===== src/logic/pdh_regs.svh =====
`ifndef PDH_REGS_SVH
`define PDH_REGS_SVH
// descriptor word 0 layout
`define PDH_W0_LOC_BIT 22
`define PDH_W0_LEN_MSB 21
`define PDH_W0_TYPE_MSB 31
`define PDH_W0_TYPE_LSB 30
`define PDH_W0_RSVD_BITS 7'h00
`define PDH_TYPE_HOST 2'h0
`define PDH_TYPE_MONO 2'h2
// byte offsets inside a descriptor
`define PDH_OFS_W1 32'h0000_0004
`define PDH_OFS_W2 32'h0000_0008
`define PDH_OFS_W3 32'h0000_000c
`define PDH_OFS_PS 32'h0000_0010
`define PDH_OFS_BUF 32'h0000_0040
`define PDH_WORD_BYTES 32'h0000_0004
`define PDH_LEN_STEP 22'h00_0004
// byte enables
`define PDH_BE_FULL 4'hf
`define PDH_BE_LEN 4'h7
// sizes
`define PDH_FLOWS 8
`define PDH_FIFO_DEPTH 16
`endif


===== src/logic/pdh_pkg.sv =====
`default_nettype none
package pdh_pkg;
  // per-flow receive settings written by software
  typedef struct packed {
    logic ps_in_buf;
    logic host;
    logic tag_pass;
  } pdh_flow_cfg_t;
  // one word of the incoming packet stream
  typedef struct packed {
    logic [31:0] tag;
    logic [2:0] flow;
    logic sop;
    logic eop;
    logic ps;
    logic [31:0] data;
  } pdh_beat_t;
  // one memory write request
  typedef struct packed {
    logic [31:0] addr;
    logic [31:0] data;
    logic [3:0] be;
    logic desc;
  } pdh_mem_wr_t;
  typedef enum logic [2:0] {
    st_idle, st_pop, st_data, st_w0, st_w1, st_w2, st_w3, st_push
  } pdh_state_t;
endpackage
`default_nettype wire


===== src/logic/pdh_fifo.sv =====
`default_nettype none
module pdh_fifo #(
  parameter int W = 72,
  parameter int D = 16
) (
  input wire logic core_clk,
  input wire logic rst_b,
  input wire logic in_valid,
  output logic in_ready,
  input wire logic [W-1:0] in_data,
  output logic out_valid,
  input wire logic out_ready,
  output logic [W-1:0] out_data
);
  localparam int AW = $clog2(D);
  logic [W-1:0] mem_ff [D];
  logic [AW-1:0] wr_ptr_ff;
  logic [AW-1:0] rd_ptr_ff;
  logic [AW:0] cnt_ff;
  logic [AW:0] nxt_cnt;
  logic push;
  logic pop;
  logic rdy_ff;

  assign out_valid = cnt_ff != '0;
  assign push = in_valid && rdy_ff;
  assign pop = out_valid && out_ready;
  assign in_ready = rdy_ff;
  assign out_data = mem_ff[rd_ptr_ff];
  // ready is registered from the next fill level so the source sees a clean flop and all D entries can fill
  assign nxt_cnt = cnt_ff + (AW+1)'(push) - (AW+1)'(pop);

  // storage array, no reset needed on data
  always_ff @(posedge core_clk) begin
    if (push) begin
      mem_ff[wr_ptr_ff] <= in_data;
    end
  end

  // pointers, fill level and ready
  always_ff @(posedge core_clk) begin
    if (!rst_b) begin
      wr_ptr_ff <= '0;
      rd_ptr_ff <= '0;
      cnt_ff <= '0;
      rdy_ff <= 1'b0;
    end else begin
      wr_ptr_ff <= push ? wr_ptr_ff + AW'(1) : wr_ptr_ff;
      rd_ptr_ff <= pop ? rd_ptr_ff + AW'(1) : rd_ptr_ff;
      cnt_ff <= nxt_cnt;
      rdy_ff <= nxt_cnt != (AW+1)'(D);
    end
  end
endmodule
`default_nettype wire


===== src/logic/pdh_word0_build.sv =====
`default_nettype none
`include "pdh_regs.svh"
module pdh_word0_build (
  input wire logic host,
  input wire logic ps_in_buf,
  input wire logic [21:0] len,
  output logic [31:0] word0
);
  logic loc_bit;
  // the location bit only means something for host packets
  assign loc_bit = host && ps_in_buf;
  // location bit is placed alone; type and length do not depend on it
  assign word0 = {host ? `PDH_TYPE_HOST : `PDH_TYPE_MONO, `PDH_W0_RSVD_BITS, loc_bit, len};
endmodule
`default_nettype wire


===== src/logic/pdh_rx_dma.sv =====
// What this block does
// - data buffer writes always carry all four byte enables
// - descriptor writes may use partial byte enables; memory must accept them
// - host packet with protocol words in buffer sets word 0 bit 22
// - protocol words inside descriptor leave the location bit at zero
// - per-flow location comes from the software flow table
// - when enabled, transmit tag word is copied unchanged into receive descriptor
// - host packets use a separate buffer, monolithic ones do not
// - a forwarded packet takes its location from the incoming bit 22
// - pop reads only the fourth queue word, which returns the pointer
`default_nettype none
`include "pdh_regs.svh"
module pdh_rx_dma (
  input wire logic core_clk,
  input wire logic rst_b,
  input wire logic chan_en,
  input wire logic flow_cfg_we,
  input wire logic [2:0] flow_cfg_idx,
  input wire pdh_pkg::pdh_flow_cfg_t flow_cfg,
  input wire logic fwd_en,
  input wire logic [31:0] fwd_word0,
  input wire logic s_valid,
  output logic s_ready,
  input wire pdh_pkg::pdh_beat_t s_beat,
  output logic qm_pop_req,
  input wire logic qm_pop_ack,
  input wire logic [31:0] qm_pop_data,
  output logic qm_push_valid,
  input wire logic qm_push_ready,
  output logic [31:0] qm_push_ptr,
  output logic mem_wr_valid,
  input wire logic mem_wr_ready,
  output pdh_pkg::pdh_mem_wr_t mem_wr,
  output logic busy
);
  import pdh_pkg::*;

  pdh_state_t state_ff;
  pdh_state_t nxt_state;
  pdh_flow_cfg_t flow_tbl_ff [`PDH_FLOWS];
  pdh_flow_cfg_t cur_cfg_ff;
  pdh_beat_t f_beat;
  pdh_mem_wr_t mem_wr_ff;
  pdh_mem_wr_t nxt_wr;
  logic nxt_wr_valid;
  logic mem_wr_valid_ff;
  logic f_valid;
  logic f_pop;
  logic wr_free;
  logic start;
  logic qm_pop_req_ff;
  logic qm_push_valid_ff;
  logic busy_ff;
  logic [31:0] desc_ptr_ff;
  logic [31:0] ps_ptr_ff;
  logic [31:0] buf_ptr_ff;
  logic [31:0] tag_ff;
  logic [21:0] len_ff;
  logic [31:0] word0;
  logic to_desc;

  // stream buffer; its ready back-pressures the packet source
  pdh_fifo #(
    .W($bits(pdh_beat_t)),
    .D(`PDH_FIFO_DEPTH)
  ) u_fifo (
    .core_clk(core_clk),
    .rst_b(rst_b),
    .in_valid(s_valid),
    .in_ready(s_ready),
    .in_data(s_beat),
    .out_valid(f_valid),
    .out_ready(f_pop),
    .out_data(f_beat)
  );

  pdh_word0_build u_w0 (
    .host(cur_cfg_ff.host),
    .ps_in_buf(cur_cfg_ff.ps_in_buf),
    .len(len_ff),
    .word0(word0)
  );

  // receive flow table, one entry per flow
  generate
    for (genvar g = 0; g < `PDH_FLOWS; g++) begin : g_flow
      always_ff @(posedge core_clk) begin
        if (!rst_b) begin
          flow_tbl_ff[g] <= '0;
        end else if (flow_cfg_we && flow_cfg_idx == 3'(g)) begin
          flow_tbl_ff[g] <= flow_cfg;
        end
      end
    end
  endgenerate

  assign wr_free = !mem_wr_valid_ff || mem_wr_ready;
  assign start = state_ff == st_idle && chan_en && f_valid && f_beat.sop;
  // stray words outside a packet are dropped so the queue cannot wedge
  assign f_pop = (state_ff == st_data && f_valid && wr_free) ||
                 (state_ff == st_idle && f_valid && !f_beat.sop);
  // mono words and in-descriptor protocol words go to the descriptor
  assign to_desc = !cur_cfg_ff.host || (f_beat.ps && !cur_cfg_ff.ps_in_buf);

  // sequencer
  always_comb begin
    nxt_state = state_ff;
    case (state_ff)
      st_idle: begin
        if (start) begin
          nxt_state = st_pop;
        end
      end
      st_pop: begin
        if (qm_pop_req_ff && qm_pop_ack) begin
          nxt_state = st_data;
        end
      end
      st_data: begin
        if (f_pop && f_beat.eop) begin
          nxt_state = st_w0;
        end
      end
      st_w0: begin
        if (wr_free) begin
          nxt_state = st_w1;
        end
      end
      st_w1: begin
        if (wr_free) begin
          nxt_state = st_w2;
        end
      end
      st_w2: begin
        if (wr_free) begin
          nxt_state = cur_cfg_ff.host ? st_w3 : st_push;
        end
      end
      st_w3: begin
        if (wr_free) begin
          nxt_state = st_push;
        end
      end
      st_push: begin
        if (qm_push_valid_ff && qm_push_ready) begin
          nxt_state = st_idle;
        end
      end
      default: nxt_state = st_idle;
    endcase
  end

  always_ff @(posedge core_clk) begin
    if (!rst_b) begin
      state_ff <= st_idle;
      busy_ff <= 1'b0;
    end else begin
      state_ff <= nxt_state;
      busy_ff <= nxt_state != st_idle;
    end
  end

  // latch the packet's settings at its first word
  always_ff @(posedge core_clk) begin
    if (!rst_b) begin
      cur_cfg_ff <= '0;
      tag_ff <= '0;
    end else if (start) begin
      cur_cfg_ff <= flow_tbl_ff[f_beat.flow];
      tag_ff <= f_beat.tag;
      if (fwd_en) begin
        cur_cfg_ff.ps_in_buf <= fwd_word0[`PDH_W0_LOC_BIT];
      end
    end
  end

  // free descriptor pop: one read of the fourth queue word
  always_ff @(posedge core_clk) begin
    if (!rst_b) begin
      qm_pop_req_ff <= 1'b0;
    end else if (start) begin
      qm_pop_req_ff <= 1'b1;
    end else if (qm_pop_ack) begin
      qm_pop_req_ff <= 1'b0;
    end
  end

  // finished descriptor pointer handed back to the queue manager
  always_ff @(posedge core_clk) begin
    if (!rst_b) begin
      qm_push_valid_ff <= 1'b0;
    end else if (nxt_state == st_push && state_ff != st_push) begin
      qm_push_valid_ff <= 1'b1;
    end else if (qm_push_ready) begin
      qm_push_valid_ff <= 1'b0;
    end
  end

  // address pointers and byte length
  always_ff @(posedge core_clk) begin
    if (!rst_b) begin
      desc_ptr_ff <= '0;
      ps_ptr_ff <= '0;
      buf_ptr_ff <= '0;
      len_ff <= '0;
    end else if (state_ff == st_pop && qm_pop_req_ff && qm_pop_ack) begin
      desc_ptr_ff <= qm_pop_data;
      ps_ptr_ff <= qm_pop_data + `PDH_OFS_PS;
      buf_ptr_ff <= qm_pop_data + `PDH_OFS_BUF;
      len_ff <= '0;
    end else if (state_ff == st_data && f_pop) begin
      if (to_desc) begin
        ps_ptr_ff <= ps_ptr_ff + `PDH_WORD_BYTES;
      end else begin
        buf_ptr_ff <= buf_ptr_ff + `PDH_WORD_BYTES;
      end
      if (!f_beat.ps) begin
        len_ff <= len_ff + `PDH_LEN_STEP;
      end
    end
  end

  // memory write requests
  always_comb begin
    nxt_wr_valid = 1'b0;
    nxt_wr = '0;
    case (state_ff)
      st_data: begin
        nxt_wr_valid = f_valid;
        nxt_wr.data = f_beat.data;
        nxt_wr.desc = to_desc;
        nxt_wr.addr = to_desc ? ps_ptr_ff : buf_ptr_ff;
        nxt_wr.be = `PDH_BE_FULL;
      end
      st_w0: begin
        nxt_wr_valid = 1'b1;
        nxt_wr.desc = 1'b1;
        nxt_wr.addr = desc_ptr_ff;
        nxt_wr.data = word0;
        nxt_wr.be = `PDH_BE_FULL;
      end
      st_w1: begin
        nxt_wr_valid = 1'b1;
        nxt_wr.desc = 1'b1;
        nxt_wr.addr = desc_ptr_ff + `PDH_OFS_W1;
        nxt_wr.data = {10'h000, len_ff};
        nxt_wr.be = `PDH_BE_LEN;
      end
      st_w2: begin
        nxt_wr_valid = cur_cfg_ff.tag_pass;
        nxt_wr.desc = 1'b1;
        nxt_wr.addr = desc_ptr_ff + `PDH_OFS_W2;
        nxt_wr.data = tag_ff;
        nxt_wr.be = `PDH_BE_FULL;
      end
      st_w3: begin
        nxt_wr_valid = 1'b1;
        nxt_wr.desc = 1'b1;
        nxt_wr.addr = desc_ptr_ff + `PDH_OFS_W3;
        nxt_wr.data = desc_ptr_ff + `PDH_OFS_BUF;
        nxt_wr.be = `PDH_BE_FULL;
      end
      default: begin
        nxt_wr_valid = 1'b0;
      end
    endcase
  end

  // request register, advances only when the memory has taken the last one
  always_ff @(posedge core_clk) begin
    if (!rst_b) begin
      mem_wr_valid_ff <= 1'b0;
      mem_wr_ff <= '0;
    end else if (wr_free) begin
      mem_wr_valid_ff <= nxt_wr_valid;
      mem_wr_ff <= nxt_wr;
    end
  end

  assign mem_wr_valid = mem_wr_valid_ff;
  assign mem_wr = mem_wr_ff;
  assign qm_pop_req = qm_pop_req_ff;
  assign qm_push_valid = qm_push_valid_ff;
  assign qm_push_ptr = desc_ptr_ff;
  assign busy = busy_ff;
endmodule
`default_nettype wire


===== config.mk =====
export PLATFORM = sky130hd
export DESIGN_NAME = pdh_rx_dma
export DESIGN_NICKNAME = d
export VERILOG_FILES = /design/src/logic/pdh_pkg.sv /design/src/logic/pdh_fifo.sv /design/src/logic/pdh_word0_build.sv /design/src/logic/pdh_rx_dma.sv
export VERILOG_INCLUDE_DIRS = /design/src /design/src/logic
export SDC_FILE = /design/constraint.sdc
export NUM_CORES = 2
export LEC_CHECK = 0
export BUFFER_PORTS_ARGS = -buffer_cell sky130_fd_sc_hd__buf_2
export CELL_PAD_IN_SITES_DETAIL_PLACEMENT = 1
export CELL_PAD_IN_SITES_GLOBAL_PLACEMENT = 1
export CORE_MARGIN = 8
export CORE_UTILIZATION = 56
export CTS_CLUSTER_SIZE = 16
export DETAILED_ROUTE_END_ITERATION = 7
export GPL_TIMING_DRIVEN = 0
export PLACE_DENSITY_LB_ADDON = 0.1
export SETUP_SLACK_MARGIN = 0.4
export SLEW_MARGIN = 20
export SYNTH_ARGS = -nofsm -noshare
export SYNTH_HDL_FRONTEND = slang
export SYNTH_HIERARCHICAL = 1
export SYNTH_SLANG_ARGS = --single-unit

===== constraint.sdc =====
create_clock -name core_clk -period 7.95 [get_ports core_clk]
set_input_delay 0 -clock core_clk [delete_from_list [all_inputs] [get_ports core_clk]]
set_output_delay 0 -clock core_clk [all_outputs]
set_load 0.01 [all_outputs]

; Word level (Yosys, flattened, before mapping)
; Memory sizes are Yosys's and may differ from the RTL's. A register that Yosys moved wholly into a read port is not among the register bits.
; Cells that the tools add are included.
[totals]
in_bits = 149
ram_bits = 1144
out_inout_bits = 106
word_cells = 172
register_bits = 243
memories = 2
[op_classes]
n_mux = 62
addsub = 13
bitwise_logic = 10
reduce_logical = 46
eq_ne = 18
[mem_list]
columns = name, words, word_bits, read_ports, rd_clocked_by_memory_dff, write_ports, line
row1 = u_fifo.mem_ff, 16, 70, 1, 1, 1, pdh_fifo.sv:16  ; logic [W-1:0] mem_ff [D];
row2 = flow_tbl_ff, 8, 3, 1, 0, 8, pdh_rx_dma.sv:40  ; pdh_flow_cfg_t flow_tbl_ff [`PDH_FLOWS];
[ops]
columns = cell, count
row1 = $pmux W69 S5, 1
row2 = $mux W32, 7
row3 = $add A32 B3 Y32 const B, 3
row4 = $add A32 B4 Y32 const B, 2
row5 = $add A32 B7 Y32 const B, 2
row6 = $mux W3, 16
row7 = $mux W1, 33
row8 = $add A32 B5 Y32 const B, 1
row9 = $eq A3 B3 Y1 const B, 9
row10 = $logic_and A1 B1 Y1, 26
row11 = $pmux W3 S8, 1
row12 = $add A22 B3 Y22 const B, 1
row13 = $eq A3 B2 Y1 const B, 4
row14 = $add A4 B1 Y4 const B, 2
row15 = $mux W4, 2
row16 = $or A1 B1 Y1, 8
row17 = $reduce_bool A2 Y1, 4
row18 = $eq A3 B1 Y1 const B, 2
row19 = $logic_not A3 Y1, 2
row20 = $reduce_and A2 Y1, 3
row21 = $add A5 B1 Y5, 1
row22 = $ne A5 B5 Y1 const B, 1
row23 = $reduce_bool A5 Y1, 1
row24 = $sub A5 B1 Y5, 1
row25 = 10 further kinds, 16

; Logic depth before layout (Yosys ltp)
[depth]
ltp_word = 10
mapped_depth = 18

; Modules after synthesis
; Netlist, hierarchy kept.
[by_module_without_submodules]
columns = mod, instances, seq_area_each_um2, area_per_inst_um2, cells_each
row1 = pdh_fifo, 1, 33992.6, 42757.3, 1811
row2 = pdh_rx_dma, 1, 5225.0, 14134.8, 1812
row3 = pdh_word0_build, 1, 0.0, 246.5, 34

; Least setup slack after synthesis
; Ideal clock, no wire load.
[synth_timing]
path_kind = reg-to-reg
from = register (tool-made name)
to = register u_fifo.rdy_ff (netlist: u_fifo/in_ready)
path_slack_ps = 4318
path_buffers = 3
stages_incl_launch_ff = 16
required_ps = 7830
arrival_ps = 3512
path_cell_list = dfxtp_1 > buf_2 > buf_2 > clkbuf_1 > mux4_2 > a22oi_1 > nand2_1 > o21ai_0 > nand2_1 > inv_1 > ha_1 > inv_1 > ha_1 > fa_1 > or3_1 > o31a_1
[synth_lines]
columns = item, line
row1 = to (signal assigned), pdh_fifo.sv:51  ; rdy_ff <= nxt_cnt != (AW+1)'(D);
row2 = to (decl), pdh_fifo.sv:23  ; logic rdy_ff;

==> impl_metrics.json <==
{
  "yosys.area.top_type_share_pct": 60.1,
  "drv_cap": 0,
  "ys_ff_latch": 1387,
  "synth_fa_ha_area_share_pct": 0.486,
  "synth-compound-area-share_pct": 6.82,
  "clk_latency_ps": 750,
  "antenna_found_initial": 13,
  "vdd_drop_max_uv": 225,
  "grt_overflow_total": 0,
  "worst_pin_slew_ps": 1180,
  "wl_per_cell_um": 33.8,
  "ys_types": 83,
  "syn_area_per_cell_um2": 15.6,
  "setup.worst_path.class": "flip-flop to flip-flop",
  "holdCritPathClass": "input pin to flip-flop",
  "max_freq_ghz": 0.172,
  "fin_skew_ps": 29.3,
  "viasPerCell": 6.62,
  "die_w_um": 335,
  "grt_use_met1_pct": 44.3,
  "synthCells": 3657,
  "core-area_um2": 101000,
  "synth_mux_area_share_pct": 12.2,
  "final_cells": 5659,
  "area_growth_pct": 16.5,
  "start_util_pct": 56.3,
  "die_h_um": 335,
  "synth_top_area_cell": "edfxtp_1",
  "crit_required_ps": 8620,
  "rsz0062_at_grt": "false",
  "finalHoldViolations": 0,
  "wirelength_um": 191000,
  "hpwl_um": 121000,
  "clock-sinks": 1387,
  "fin_nets": 4343,
  "synth-edff-count": 1144,
  "synth-warning-count": 6,
  "busiest_layer": "met2",
  "max-clock-path-buffers": 3,
  "finalPower_uw": 18500,
  "synth.top_cells.by_count": "edfxtp_1 (1144), nand2_1 (393), mux4_2 (286), dfxtp_1 (243), a21oi_1 (189)",
  "placed_cells": 5276,
  "met3_usage_pct": 7.23,
  "fin_crit_ps": 5800,
  "first_pass_iters": 6,
  "p_leak_uw": 0.0215,
  "critPathCaptureType": "flip-flop",
  "grt_max_degree": 40,
  "slew_violations": 0,
  "ys.flop_type": "edfxtp_1",
  "path_clk_slew_ps": 60,
  "rrSetupSlack_ps": 2150,
  "use_met2_pct": 53.7,
  "status": "completed",
  "ys_top_cells_by_area": "edfxtp_1 (60%), mux4_2 (11%), dfxtp_1 (8.5%), nand2_1 (2.6%), a22oi_1 (2.2%)",
  "slew_headroom_pct": 21.2,
  "synth_area_um2": 57100,
  "cp-start-kind": "flip-flop",
  "layout-drive-gt1-share_pct": 20.3,
  "grt_pass1_wl_um": 273000,
  "timing.setup.tns_ps": 0,
  "dpl_worst_slack_ps": 2480,
  "synth.most_common_cell": "edfxtp_1",
  "drt_iter0_drc": 4189,
  "postRouteAntennaNets": 0,
  "vias": 37500,
  "cts_buffers": 142,
  "synth_xor_xnor_area_share_pct": 2.08,
  "ios": 255,
  "worstPathArrival_ps": 6470,
  "p_per_area_nw_per_um2": 278,
  "synthSimpleGateAreaFrac_pct": 7.22,
  "grt_pass1_vias": 38700,
  "ctsRootBufferMaster": "clkbuf_16",
  "finalWorstSetupSlack_ps": 2150,
  "gp_congestion": 0.967,
  "finalCritPeriodShare_pct": 73.0,
  "synth_top_family_by_area": "multiplexers",
  "ys_seq_area_share_pct": 68.6,
  "row_count": 117,
  "path_max_fanout": 10,
  "setup_viol": 0,
  "grt.total_usage_pct": 33.6,
  "tritoncts": "done",
  "post_cts_resized": 0,
  "synthArstFlopShare_pct": 0,
  "drc": 0,
  "io_buffer_count": 217,
  "h-tree-depth": 4,
  "fp.dieArea_um2": 113000
}
-- layer usage --
metal,up-vias,wire (µm)
li1,15300,-
met1,19300,72200
met2,2364,89900
met3,518,19200
met4,12,9910
met5,-,78
-- critical path, stage by stage (launching register included) --
cell	delay, ps
dfxtp_1	300
buf_2	430
buf_2	500
clkbuf_1	850
mux4_2	420
a22oi_1	200
nand2_1	200
nand2b_1	290
and2_1	180
clkbuf_1	490
buf_2	440
clkbuf_1	510
nand2_1	120
a21oi_1	590
a21oi_1	70
o21ai_0	100
-- power by group --
| group | switching, µW | internal [µW] | total [µW] |
|---|---|---|---|
| Combinational | 2160 | 1290 | 3460 |
| Sequential | 149 | 8100 | 8250 |
| Clock | 2890 | 3900 | 6780 |
| Total | 5200 | 13300 | 18500 |
-- path summary, 6_finish.rpt --
kind / start / end / cells after the start
max reg2reg: flip-flop / mem_wr[47]$_SDFFE_PN0N_ / 15
min: qm_pop_data[2] / qm_push_ptr[2]$_SDFFE_PN0P_ / 4
min reg2reg: mem_wr[46]$_SDFFE_PN0N_ / mem_wr[46]$_SDFFE_PN0N_ / 2
max: flip-flop / mem_wr[47]$_SDFFE_PN0N_ / 15
-- repair_timing --
item / CTS / global route
hold buffers: 121 / 0
buffers inserted: 0 / 0
endpoints found under the hold margin: 1293 / 0
-- cell usage in the layout (no fill, tap or decap), types with 17 or more instances in the layout --
cell type      netlist  layout
buf_2               28     246
edfxtp_1          1144    1144
xnor2_1             86      86
buf_4               40      40
a22oi_1            165     165
nand4_1             43      43
clkinv_1             1      24
nand3_1             70      70
and3_1              18      18
o22ai_1             24      24
a211oi_1            32      32
nor2_1             129     128
nor4_1              18      17
and2_1              67      51
mux2i_1             48      48
nand2_1            393     393
clkinv_2             0      21
inv_1               35      35
xor2_1              50      50
clkbuf_16            0     148
buf_1               20      20
mux4_2             286     286
a21oi_1            189     189
clkbuf_1           157     182
nor3_1              46      46
dfxtp_1            243     243
buf_6               17      17
dlygate4sd3_1        0     121
o21ai_0            105     105
ha_1                19      19
-- per-stage QoR --
stage | instance area [µm²] | utilization, % | hold slack, ps
finish | 66500 | 65.6 | 120
global route | 66500 | 65.6 | 119
CTS | 66500 | 65.6 | 86.7
detailed placement | 60600 | 59.8 | 305
global placement | 60000 | 59.1 | 310
floorplan | 57200 | - | 98.9
-- state kept, by name, indices dropped and copies added (netlist names), 3 cells and up, named ones only --
signal            count
u_fifo/wr_ptr_ff      4
u_fifo/cnt_ff         5
ps_ptr_ff            32
cur_cfg_ff            3
u_fifo/mem_ff      1120
state_ff              3
buf_ptr_ff           32
u_fifo/rd_ptr_ff      4
flow_tbl_ff          24
len_ff               20
qm_push_ptr          32
tag_ff               32
mem_wr               67
-- layout make-up --
| cell class | instances | area (µm²) |
|---|---|---|
| Antenna cell | 9 | 22.5 |
| Timing Repair Buffer | 364 | 2920 |
| Clock buffer | 179 | 3880 |
| Buffer | 262 | 1300 |
| Clock inverter | 74 | 787 |
| Inverter | 36 | 135 |
| Fill cell | 9067 | 34900 |
| Tap cell | 1368 | 1710 |
| Multi-Input combinational cell | 1980 | 16600 |
| Sequential cell | 1387 | 39200 |
-- logic make-up (layout without fill, tap and decap cells) --
| group | after synthesis | after routing |
|---|---|---|
| fa+ha+maj | 21 | 21 |
| compound gates | 607 | 607 |
| mux | 340 | 340 |
| other cells | 2 | 19 |
| simple gates | 866 | 866 |
| buf+inv | 298 | 915 |
| flops | 1387 | 1387 |
| xor+xnor | 136 | 136 |
No activity file was read; power rests on OpenSTA's default activity.
